$ cat config.mk
export PLATFORM = sky130hd
export DESIGN_NAME = dscd_decoder
export DESIGN_NICKNAME = d
export VERILOG_FILES = /design/src/verilog/dscd_decoder.v /design/src/verilog/dscd_sync.v
export VERILOG_INCLUDE_DIRS = /design/src /design/src/inc
export SDC_FILE = /design/constraint.sdc
export NUM_CORES = 1
export LEC_CHECK = 0
export ABC_AREA = 1
export CORE_ASPECT_RATIO = 1.75
export CORE_UTILIZATION = 35
export CTS_BUF_LIST = sky130_fd_sc_hd__clkbuf_4 sky130_fd_sc_hd__clkbuf_8 sky130_fd_sc_hd__clkbuf_16
export CTS_CLUSTER_DIAMETER = 100
export CTS_CLUSTER_SIZE = 28
export DETAILED_ROUTE_END_ITERATION = 8
export DONT_BUFFER_PORTS = 1
export PLACE_DENSITY_LB_ADDON = 0.3
export SLEW_MARGIN = 25
export SYNTH_ARGS = -nofsm -noshare
export SYNTH_HDL_FRONTEND = slang
export SYNTH_HIERARCHICAL = 1
export SYNTH_SLANG_ARGS = --single-unit
export TNS_END_PERCENT = 20
$ cat constraint.sdc
create_clock -name mclk -period 2.4 [get_ports mclk]
set_input_delay 0.12 -clock mclk [delete_from_list [all_inputs] [get_ports mclk]]
set_output_delay 0.12 -clock mclk [all_outputs]
set_load 0.05 [all_outputs]
$ cat src/inc/dscd_map.vh
`ifndef DSCD_MAP_VH
`define DSCD_MAP_VH
`define DSCD_WORD_BITS 24
`define DSCD_FRAME_EDGES 5'h18
`define DSCD_RW_BIT 23
`define DSCD_ZERO_BIT 22
`define DSCD_REG_HI 21
`define DSCD_REG_LO 19
`define DSCD_CH_HI 18
`define DSCD_CH_LO 16
`define DSCD_REG_FUNC 3'h0
`define DSCD_REG_DATA 3'h2
`define DSCD_REG_CGAIN 3'h3
`define DSCD_REG_FGAIN 3'h4
`define DSCD_CH_ALL 3'h4
`define DSCD_OP_NOP 3'h0
`define DSCD_OP_CTRL 3'h1
`define DSCD_OP_CLEAR 3'h4
`define DSCD_OP_LOAD 3'h5
`define DSCD_CTL_GOFS 5
`define DSCD_CTL_P1_DIR 4
`define DSCD_CTL_P1_VAL 3
`define DSCD_CTL_P0_DIR 2
`define DSCD_CTL_P0_VAL 1
`define DSCD_CTL_RB_DIS 0
`define DSCD_CTL_RESET 6'h00
`define DSCD_CODE_HI 15
`define DSCD_CODE_LO 2
`define DSCD_CLEAR_TWOS 14'h0000
`define DSCD_CLEAR_BIN 14'h0000
`endif

$ cat src/verilog/dscd_decoder.v
// Functional notes
// - Word is 24 bits MSB first: rw, zero, register, channel, 16 data bits.
// - Read flag one reads the selected register; zero writes data into it.
// - Register select: 000 function, 010 data, 011 coarse gain, 100 fine gain.
// - Channel select: 000..011 channels A..D, 100 all four channels.
// - Function operation from channel bits: 000 nop, 001 control, 100 clear, 101 load.
// - No-operation changes no state; used as filler while readback shifts out.
// - Control bits 5..0: offset adjust, pin1 dir/val, pin0 dir/val, readback disable.
// - Offset adjust bit enables ground offset compensation; resets disabled.
// - Direction one makes pin an output; reset leaves pins as inputs.
// - Output pin drives last written value bit.
// - Input pin value bit reports live level; writes to it ignored.
// - Readback disable bit turns readback output off; reset has it enabled.
// - Software clear forces all channel outputs to the clear code.
// - Software load copies all pending input values to active registers.
// - After a read, register contents shift out during the next frame.
// - Load low in frame updates addressed channel at frame end, else on load fall.
// - Data write takes the 14-bit code from bits 15..2.
`include "dscd_map.vh"
module dscd_decoder (
  input wire mclk,
  input wire reset_n,
  input wire sclk,
  input wire sync_n,
  input wire serial_command_input,
  input wire load_strobe_n,
  input wire clear_twos_complement,
  input wire gpio_pin_zero_in,
  input wire gpio_pin_one_in,
  output reg gpio_pin_zero_out,
  output reg gpio_pin_zero_oe,
  output reg gpio_pin_one_out,
  output reg gpio_pin_one_oe,
  output reg serial_readback_output,
  output reg serial_readback_oe,
  output reg ground_offset_enable,
  output reg [55:0] dac_active_codes,
  output reg [7:0] coarse_gains,
  output reg [23:0] fine_gains
);
  wire [4:0] sync_v;
  reg sclk_q, sync_q;
  reg [23:0] shift_q;
  reg [4:0] count_q;
  reg over_q;
  reg [23:0] rb_q;
  reg [5:0] ctl_q;
  reg [13:0] pend_q [0:3];
  reg [13:0] act_q [0:3];
  reg [1:0] cg_q [0:3];
  reg [5:0] fg_q [0:3];
  integer i;
  // Data passes two stages like the link clock, so each bit is read at the fall it belongs to.
  reg sdi_m_q, sdi_s_q;

  dscd_sync u_sync (
    .mclk(mclk),
    .reset_n(reset_n),
    .async_in({gpio_pin_one_in, gpio_pin_zero_in, load_strobe_n, sync_n, sclk}),
    .sync_out(sync_v)
  );

  wire sclk_s = sync_v[0];
  wire sync_s = sync_v[1];
  wire load_strobe_n_s = sync_v[2];
  wire p0_s = sync_v[3];
  wire p1_s = sync_v[4];
  reg load_strobe_n_q;
  wire sclk_fall = sclk_q & ~sclk_s;
  wire sclk_rise = ~sclk_q & sclk_s;
  wire frame_end = ~sync_q & sync_s;
  wire frame_start = sync_q & ~sync_s;
  wire load_strobe_n_fall = load_strobe_n_q & ~load_strobe_n_s;
  wire [23:0] word = shift_q;
  wire [2:0] reg_sel = word[`DSCD_REG_HI:`DSCD_REG_LO];
  wire [2:0] ch_sel = word[`DSCD_CH_HI:`DSCD_CH_LO];
  wire word_ok = (count_q == `DSCD_FRAME_EDGES) & ~over_q & ~word[`DSCD_ZERO_BIT];
  // Both clear codes are all zeros: zero volts in twos complement, bottom of scale in offset binary.
  wire [13:0] clr_code = clear_twos_complement ? `DSCD_CLEAR_TWOS : `DSCD_CLEAR_BIN;

  // Function readback merges live levels for pins that are inputs.
  function [5:0] ctl_view;
    input [5:0] c;
    input l0, l1;
    begin
      ctl_view = c;
      if (!c[`DSCD_CTL_P0_DIR]) ctl_view[`DSCD_CTL_P0_VAL] = l0;
      if (!c[`DSCD_CTL_P1_DIR]) ctl_view[`DSCD_CTL_P1_VAL] = l1;
    end
  endfunction

  function hits;
    input [2:0] sel;
    input [1:0] ch;
    begin
      // Channel codes above the all-channels code hit nothing, so such writes fall away.
      hits = (sel == `DSCD_CH_ALL) | (sel == {1'b0, ch});
    end
  endfunction

  // A value bit written while its pin stays an input is dropped, so a later switch
  // to output does not drive a level nobody asked for.
  function [5:0] ctl_write;
    input [5:0] old;
    input [5:0] w;
    begin
      ctl_write = w;
      if (!w[`DSCD_CTL_P0_DIR]) ctl_write[`DSCD_CTL_P0_VAL] = old[`DSCD_CTL_P0_VAL];
      if (!w[`DSCD_CTL_P1_DIR]) ctl_write[`DSCD_CTL_P1_VAL] = old[`DSCD_CTL_P1_VAL];
    end
  endfunction

  always @(posedge mclk or negedge reset_n) begin
    if (!reset_n) begin
      // Edge detectors rest at the idle high level, so reset leaves no false edge behind.
      sclk_q <= 1'b1;
      sync_q <= 1'b1;
      load_strobe_n_q <= 1'b1;
      sdi_m_q <= 1'b0;
      sdi_s_q <= 1'b0;
      shift_q <= 24'h000000;
      count_q <= 5'h00;
      over_q <= 1'b0;
      rb_q <= 24'h000000;
      ctl_q <= `DSCD_CTL_RESET;
      for (i = 0; i < 4; i = i + 1) begin
        pend_q[i] <= 14'h0000;
        act_q[i] <= 14'h0000;
        cg_q[i] <= 2'h0;
        fg_q[i] <= 6'h00;
      end
    end else begin
      sclk_q <= sclk_s;
      sync_q <= sync_s;
      load_strobe_n_q <= load_strobe_n_s;
      sdi_m_q <= serial_command_input;
      sdi_s_q <= sdi_m_q;
      // A frame cut short or run long is still closed by its end, but word_ok keeps it from landing.
      if (frame_start) begin
        count_q <= 5'h00;
        over_q <= 1'b0;
      end else if (!sync_s && sclk_fall) begin
        shift_q <= {shift_q[22:0], sdi_s_q};
        if (count_q == `DSCD_FRAME_EDGES) over_q <= 1'b1;
        else count_q <= count_q + 5'h01;
      end
      // Readback word moves one bit per rising edge inside a frame once its first falling edge is counted.
      if (!sync_s && sclk_rise && count_q != 5'h00) rb_q <= {rb_q[22:0], 1'b0};
      if (load_strobe_n_fall)
        for (i = 0; i < 4; i = i + 1) act_q[i] <= pend_q[i];
      if (frame_end && word_ok) begin
        if (word[`DSCD_RW_BIT]) begin
          case (reg_sel)
            `DSCD_REG_FUNC: rb_q <= {word[23:16], 10'h000, ctl_view(ctl_q, p0_s, p1_s)};
            `DSCD_REG_DATA: rb_q <= {word[23:16], pend_q[ch_sel[1:0]], 2'h0};
            `DSCD_REG_CGAIN: rb_q <= {word[23:16], 14'h0000, cg_q[ch_sel[1:0]]};
            `DSCD_REG_FGAIN: rb_q <= {word[23:16], 10'h000, fg_q[ch_sel[1:0]]};
            default: rb_q <= rb_q;
          endcase
        end else begin
          case (reg_sel)
            `DSCD_REG_FUNC: begin
              case (ch_sel)
                `DSCD_OP_NOP: ctl_q <= ctl_q;
                `DSCD_OP_CTRL: ctl_q <= ctl_write(ctl_q, word[5:0]);
                `DSCD_OP_CLEAR:
                  for (i = 0; i < 4; i = i + 1) act_q[i] <= clr_code;
                `DSCD_OP_LOAD:
                  for (i = 0; i < 4; i = i + 1) act_q[i] <= pend_q[i];
                default: ctl_q <= ctl_q;
              endcase
            end
            `DSCD_REG_DATA:
              for (i = 0; i < 4; i = i + 1)
                if (hits(ch_sel, i[1:0])) begin
                  pend_q[i] <= word[`DSCD_CODE_HI:`DSCD_CODE_LO];
                  if (!load_strobe_n_s) act_q[i] <= word[`DSCD_CODE_HI:`DSCD_CODE_LO];
                end
            // Gain writes take only their low bits; the rest of the data field is ignored.
            `DSCD_REG_CGAIN:
              for (i = 0; i < 4; i = i + 1)
                if (hits(ch_sel, i[1:0])) cg_q[i] <= word[1:0];
            `DSCD_REG_FGAIN:
              for (i = 0; i < 4; i = i + 1)
                if (hits(ch_sel, i[1:0])) fg_q[i] <= word[5:0];
            default: ctl_q <= ctl_q;
          endcase
        end
      end
    end
  end

  always @(posedge mclk or negedge reset_n) begin
    if (!reset_n) begin
      // Outputs are registered copies, so the pins never show a decode glitch.
      gpio_pin_zero_out <= 1'b0;
      gpio_pin_zero_oe <= 1'b0;
      gpio_pin_one_out <= 1'b0;
      gpio_pin_one_oe <= 1'b0;
      serial_readback_output <= 1'b0;
      serial_readback_oe <= 1'b0;
      ground_offset_enable <= 1'b0;
      dac_active_codes <= 56'h00000000000000;
      coarse_gains <= 8'h00;
      fine_gains <= 24'h000000;
    end else begin
      gpio_pin_zero_oe <= ctl_q[`DSCD_CTL_P0_DIR];
      gpio_pin_zero_out <= ctl_q[`DSCD_CTL_P0_VAL];
      gpio_pin_one_oe <= ctl_q[`DSCD_CTL_P1_DIR];
      gpio_pin_one_out <= ctl_q[`DSCD_CTL_P1_VAL];
      ground_offset_enable <= ctl_q[`DSCD_CTL_GOFS];
      serial_readback_output <= rb_q[23];
      serial_readback_oe <= ~ctl_q[`DSCD_CTL_RB_DIS] & ~sync_s;
      dac_active_codes <= {act_q[3], act_q[2], act_q[1], act_q[0]};
      coarse_gains <= {cg_q[3], cg_q[2], cg_q[1], cg_q[0]};
      fine_gains <= {fg_q[3], fg_q[2], fg_q[1], fg_q[0]};
    end
  end
endmodule // dscd_decoder

$ cat src/verilog/dscd_sync.v
module dscd_sync (
  input wire mclk,
  input wire reset_n,
  input wire [4:0] async_in,
  output reg [4:0] sync_out
);
  reg [4:0] meta_q;

  // Two stages only; the first stage feeds nothing but the second.
  always @(posedge mclk or negedge reset_n) begin
    if (!reset_n) begin
      meta_q <= 5'h1F;
      sync_out <= 5'h1F;
    end else begin
      meta_q <= async_in;
      sync_out <= meta_q;
    end
  end
endmodule // dscd_sync
Word level (Yosys, flattened, before mapping):

Cells that the tools add are included.

* bits in registers: 314
* latch bits: 0
* RAM bits: 0
* memory bits (read-only): 0
* input bits: 9
* output and inout port bits: 95
* logic and storage cells: 138
* memories: 0

* add/sub/neg operators: 1
* multiply operators: 0
* divide/modulo/power cells: 0
* order comparisons: 1
* equality and inequality tests: 11
* shift-type cells: 0
* mux-type cells: 34
* bitwise operators: 23
* reduce and logical (&&, ||, !) cells: 28

Operator list (number)
* one-hot mux 56 bit (2 select lines): 2
* 2-to-1 mux 56 bit: 3
* 2-to-1 mux 14 bit: 10
* one-hot mux 24 bit (4 select lines): 1
* 2-to-1 mux 24 bit: 3
* AND reduction 4 bit: 13
* binary-select mux 14 bit (select 2 bit): 1
* 2-to-1 mux 5 bit: 3
* binary-select mux 6 bit (select 2 bit): 1
* == test 3 x 2 -> 1 bit (second input constant): 4
* 2-to-1 mux 6 bit: 2
* NOT 1 bit: 10
* AND reduction 5 bit: 2
* == test 3 bit (second input constant): 3
* AND 1 bit: 8
* logical NOT 3 bit: 2
* != test 6 x 2 -> 1 bit (second input constant): 1
* AND reduction 2 bit: 3
* adder 5 x 1 -> 5 bit (second input constant): 1
* == test 5 bit (second input constant): 1
* 2-to-1 mux 1 bit: 5
* nonzero test 5 bit: 1
* binary-select mux 2 bit (select 2 bit): 1
* logical AND 1 bit: 4
* 8 further kinds: 13

Longest topological paths before layout:

* word-level depth: 8
* gate-level depth with buffers: 11
* mapped depth without buffers: 11

By module:

Netlist, hierarchy kept.

Modules (own cells, without submodules)
* dscd_decoder: times used 1, cells each 1441, area each 13284.0 um^2, sequential area each 7611.0 um^2
* dscd_sync: times used 1, cells each 10, area each 262.8 um^2, sequential area each 262.8 um^2

Worst setup path after synthesis:

Ideal clock, no wire load.

* path kind: register to register
* start: reg count_q[0]
* end: reg pend_q[40] in the netlist's numbering
* library setup time: 0.122 ns
* data arrival time: 1.610 ns
* required time: 2.278 ns
* slack: 0.669 ns
* cell stages (with the launch flop): 11
* path buffers: 1
* clock period less this slack: 1.731 ns
* path through: dfrtp_1 inv_1 ha_1 nand2_1 nor2_4 nand3_4 a21oi_4 nand2_4 buf_6 nand2_2 o21ai_2

* cells in the longest elaborated chain, start to end: 5

Ends and longest elaborated chain
* start, declared: line dscd_decoder.v:44 `reg [4:0] count_q;`
* start signal, assigned: line dscd_decoder.v:145 `else count_q <= count_q + 5'h01;`
* == test 5 bit (no source line)
* AND 1 bit (2 in a row): line dscd_decoder.v:77 `` wire word_ok = (count_q == `DSCD_FRAME_EDGES) & ~over_q & ~word[`DSCD_ZERO_BIT]; ``
* logical AND 1 bit: line dscd_decoder.v:151 `if (frame_end && word_ok) begin`
* AND reduction 4 bit (no source line)
* end signal, assigned by index: line dscd_decoder.v:176 `` pend_q[i] <= word[`DSCD_CODE_HI:`DSCD_CODE_LO]; ``
* end, declared: line dscd_decoder.v:48 `reg [13:0] pend_q [0:3];`

No other way between the ends.
A chain may end at the register's enable or synchronous reset.

Worst setup path after layout:

* start: reg count_q[0]
* end: reg act_q[49] in the netlist's numbering

* cells in the longest elaborated chain, start to end: 5

Ends and longest elaborated chain
* == test 5 bit (no source line)
* AND 1 bit (2 in a row): line dscd_decoder.v:77
* logical AND 1 bit: line dscd_decoder.v:151
* 2-to-1 mux 56 bit: line dscd_decoder.v:151
* end signal, assigned by index: line dscd_decoder.v:177 `` if (!load_strobe_n_s) act_q[i] <= word[`DSCD_CODE_HI:`DSCD_CODE_LO]; ``
* end, declared: line dscd_decoder.v:49 `reg [13:0] act_q [0:3];`

No other way between the ends.

==> summary.txt <==
STA
  – Fin. max-slew vios: 0
  – Max transition margin: 12.1%
  – Worst slew pin tran: 1.32 ns
  – Final Critical Period: 2.14 ns
  – Final setup fails: 0
  – Setup TNS: 0 ns
  – Final hold slack: -0.691 ns
  – F_max: 467 MHz
  – Fin Clk Skew: 0.0274 ns
  – Fin crit share: 89.3%
  – Final Hold Fails: 310
  – RSZ-0062 raised after global routing: no

Logic synthesis
  – Multiplexer share of the synthesized area: 2.16%
  – Syn Nets: between 1,000 and 1,500
  – Asr flop ratio synth: 100%
  – Sequential share of the synthesized area: 58.1%
  – Synth Cell Area: approximately 14,000 sq um
  – Number of synthesized flops with an enable pin: 0
  – Syn Area/Cell: slightly above 9 sq um
  – Largest family of logic cells by synthesized area: simple AND/OR/NAND/NOR gates
  – Synth Flop Type: dfrtp_1
  – Post-synthesis xor/xnor area fraction: 0%
  – Simple-gate area share of the yosys netlist: a little over a fifth
  – Ys Warns: 6
  – Distinct cells, synth: 39
  – Post-Synth Adder-Cell Area: less than 1%
  – Compound-cell area share of the yosys netlist: around an eighth
  – Post-synthesis register bit count: 314
  – Cell count after synthesis: 1,451

Route
  – Via Count: 9,807
  – Routed Antenna Nets: 0
  – Drt first-iter violations: ~700
  – TritonRoute pass-1 iters: 6
  – Wire per inst: 19.3 um
  – Post-Route WL: between 30 and 40 mm
  – Drc violations: 0
  – Via/cell ratio: 5.08

Status
  – Status: finished with violations
  – Failing checks: negative hold slack

Die
  – Initial core utilization: 35.4%
  – Die ar.: 39,500 sq um
  – Site Rows: 95
  – Num ports: ~100
  – Height of the die: 262 um
  – Die Span X: 151 um
  – Core area: 38,300 sq um

Place
  – Dpl hpwl: roughly 26 mm
  – IO Port Bufs: 0
  – DP Area: 14,100 sq um
  – Routability cong.: 0.893
  – Placed cells: 1,899

GRT
  – Vias in the first global route: between 9,000 and 10,000
  – Largest net degree at the start of global routing: 315
  – GRT Total Usage: 19.4%
  – Initial antenna violation count: 0
  – First-pass GRT wire length: slightly below 60 mm
  – Grt total ovfl: 0

Critical path
  – End of the critical path: act_q[49]$_DFF_PN0_
  – Top delay family on crit path: simple AND/OR/NAND/NOR gates
  – Signal arrival time at the worst endpoint: 2.57 ns
  – Worst-case reg-to-reg path depth: 9
  – R2R Path End: act_q[49]$_DFF_PN0_
  – Worst endpoint required time: roughly 2.8 ns
  – Worst setup EP type: flip-flop
  – R2r startpoint: count_q[0]$_DFFE_PN0P_
  – Max FO, Critical Path: 14
  – Setup crit start: count_q[0]$_DFFE_PN0P_
  – Crit Path Category: reg -> reg
  – WP depth: 9
  – Critical path's largest stage delay: about 0.42 ns
  – Setup slack, reg-to-reg: 0.26 ns
  – CP startpoint kind: flip-flop
  – Slowest cell on the critical path: dfrtp_1
  – Crit-path cells: inv_1, ha_1, nand2_1, nor2_4, nand3_1, nor2_2, nand3_2, nand2_1, nand2_1
  – Most frequent CP cell: nand2_1
  – Buffers & Inverters on Critical Path: 1

CTS
  – H-tree depth: 1
  – Clk sink count: 314
  – CTS Root Cell: clkbuf_16
  – Clk pin slew, worst setup/hold paths: 0.11 ns
  – Clock latency at the later pin of the worst-skew pair: 0.53 ns
  – Clk buf depth: 3
  – Post-cts hold buffer count: 6
  – CTS tree: built
  – Post-cts gate resize count: 0
  – TritonCTS buffer count: 15

Final layout
  – Nets@finish: 1,448
  – Final instance count without filler cells: ~1,900
  – # fillers: between 3,000 and 4,000
  – Ratio of cells with drive above 1 in the final layout: 14.3%
  – Final Instance Area: 14,600 sq um
  – Area Overhead vs Synth: 7.74%
  – Most frequent cells in the layout: 515 x nand2_1, 301 x dfrtp_1, 96 x o21ai_0
  – Footprint of the multi-input gates: 4910 sq um
  – Most common cell after layout, fill and taps aside: nand2_1
  – Ant. Diodes: 0
  – Reg area: around 7900 sq um

Power and ir drop
  – PD cells: around 630 nW/um^2
  – Maximum vdd drop: 0.476 mV
  – Leak: 6.96 nW
  – Power, Total: 9.19 mW

Worst hold path
  – Hold Path Class: in -> async

Run
  – Max capacitance violation total: 0
## cell usage after synthesis, types with 3 or more instances
| cell type | number | area [sq um] |
|---|---|---|
| a21oi_1 | 12 | 60.1 |
| buf_2 | 29 | 145 |
| buf_4 | 8 | 60.1 |
| buf_6 | 9 | 101 |
| clkbuf_1 | 19 | 71.3 |
| dfrtp_1 | 301 | 7530 |
| dfstp_2 | 13 | 342 |
| inv_1 | 83 | 312 |
| inv_2 | 6 | 22.5 |
| mux2_2 | 26 | 293 |
| nand2_1 | 516 | 1940 |
| nand2_2 | 30 | 188 |
| nand2_4 | 14 | 158 |
| nand3_1 | 47 | 235 |
| nand3_2 | 7 | 70.1 |
| nand4_1 | 5 | 31.3 |
| nor2_1 | 35 | 131 |
| nor2_4 | 9 | 101 |
| nor3_1 | 3 | 15.0 |
| o211ai_1 | 12 | 90.1 |
| o21ai_0 | 96 | 480 |
| o21ai_1 | 46 | 230 |
| o21ai_2 | 33 | 289 |
| o22ai_1 | 70 | 438 |
| or2_2 | 3 | 18.8 |
## per-stage QoR
step / setup slack, ns / utilization [%]
detailed placement: 0.212 / 36.8
global route: 0.0876 / 38.1
global placement: 0.265 / 36.8
CTS: 0.219 / 38.1
finish: 0.257 / 38.1
floorplan: 0.669 / -
## logic make-up after synthesis
group                      Yosys count
AOI/OAI and AO/OA                  273
adders and majority gates            2
buffers and inverters              160
DFF                                314
muxes                               26
and+or+nand+nor                    676
## worst reg2reg max path: stages (launching register included)
cell and delay (ns):
dfrtp_1 0.42, inv_1 0.10, ha_1 0.17, nand2_1 0.09, nor2_4 0.18, nand3_1 0.13, nor2_2 0.33, nand3_2 0.42
nand2_1 0.16, nand2_1 0.07
## cell type report
cell class	instances	area share, %
Sequential cell	314	53.9
Clock buffer	22	3.02
Inverter	91	2.36
Multi-Input combinational cell	977	33.7
Tap cell	485	4.16
Clock inverter	2	0.197
Timing Repair Buffer	38	2.66
## state kept, by name, summed over array words and instances (netlist names), 5 cells and up
register / count
act_q: 56
cg_q: 8
coarse_gains: 8
count_q: 5
ctl_q: 6
dac_active_codes: 56
fg_q: 24
fine_gains: 24
pend_q: 56
rb_q: 24
shift_q: 24
u_sync/meta_q: 5
u_sync/sync_out: 5
## worst min-delay path by stage
stage / start / to
floorplan: reset_n / act_q[0]$_DFF_PN0_
global placement: reset_n / dac_active_codes[53]$_DFF_PN0_
detailed placement: reset_n / dac_active_codes[53]$_DFF_PN0_
CTS: reset_n / dac_active_codes[53]$_DFF_PN0_
global route: reset_n / gpio_pin_one_out$_DFF_PN0_
finish: reset_n / dac_active_codes[53]$_DFF_PN0_
## what timing repair did
action	CTS	global route
endpoints found under the setup margin	0	0
hold endpoints to repair	320	314
setup buffers	0	0
## power by group
part / total, mW / leakage, nW / switching [mW] / internal, mW
combinational: 0.435 / 2.43 / 0.277 / 0.158
sequential: 5.68 / 4.29 / 0.193 / 5.48
clock: 3.08 / 0.237 / 1.75 / 1.33
total: 9.19 / 6.96 / 2.22 / 6.97
## routing by layer
| metal | track usage (%) | routed length, um | share of wire, % |
|---|---|---|---|
| met2 | 33.6 | 19400 | 52 |
| met1 | 22.3 | 13800 | 37 |
| met4 | 11.5 | 2390 | 6.4 |
| met5 | 1.28 | 64 | 0.17 |
| met3 | 2.49 | 1620 | 4.4 |
Power figures use the tool's default switching activity.
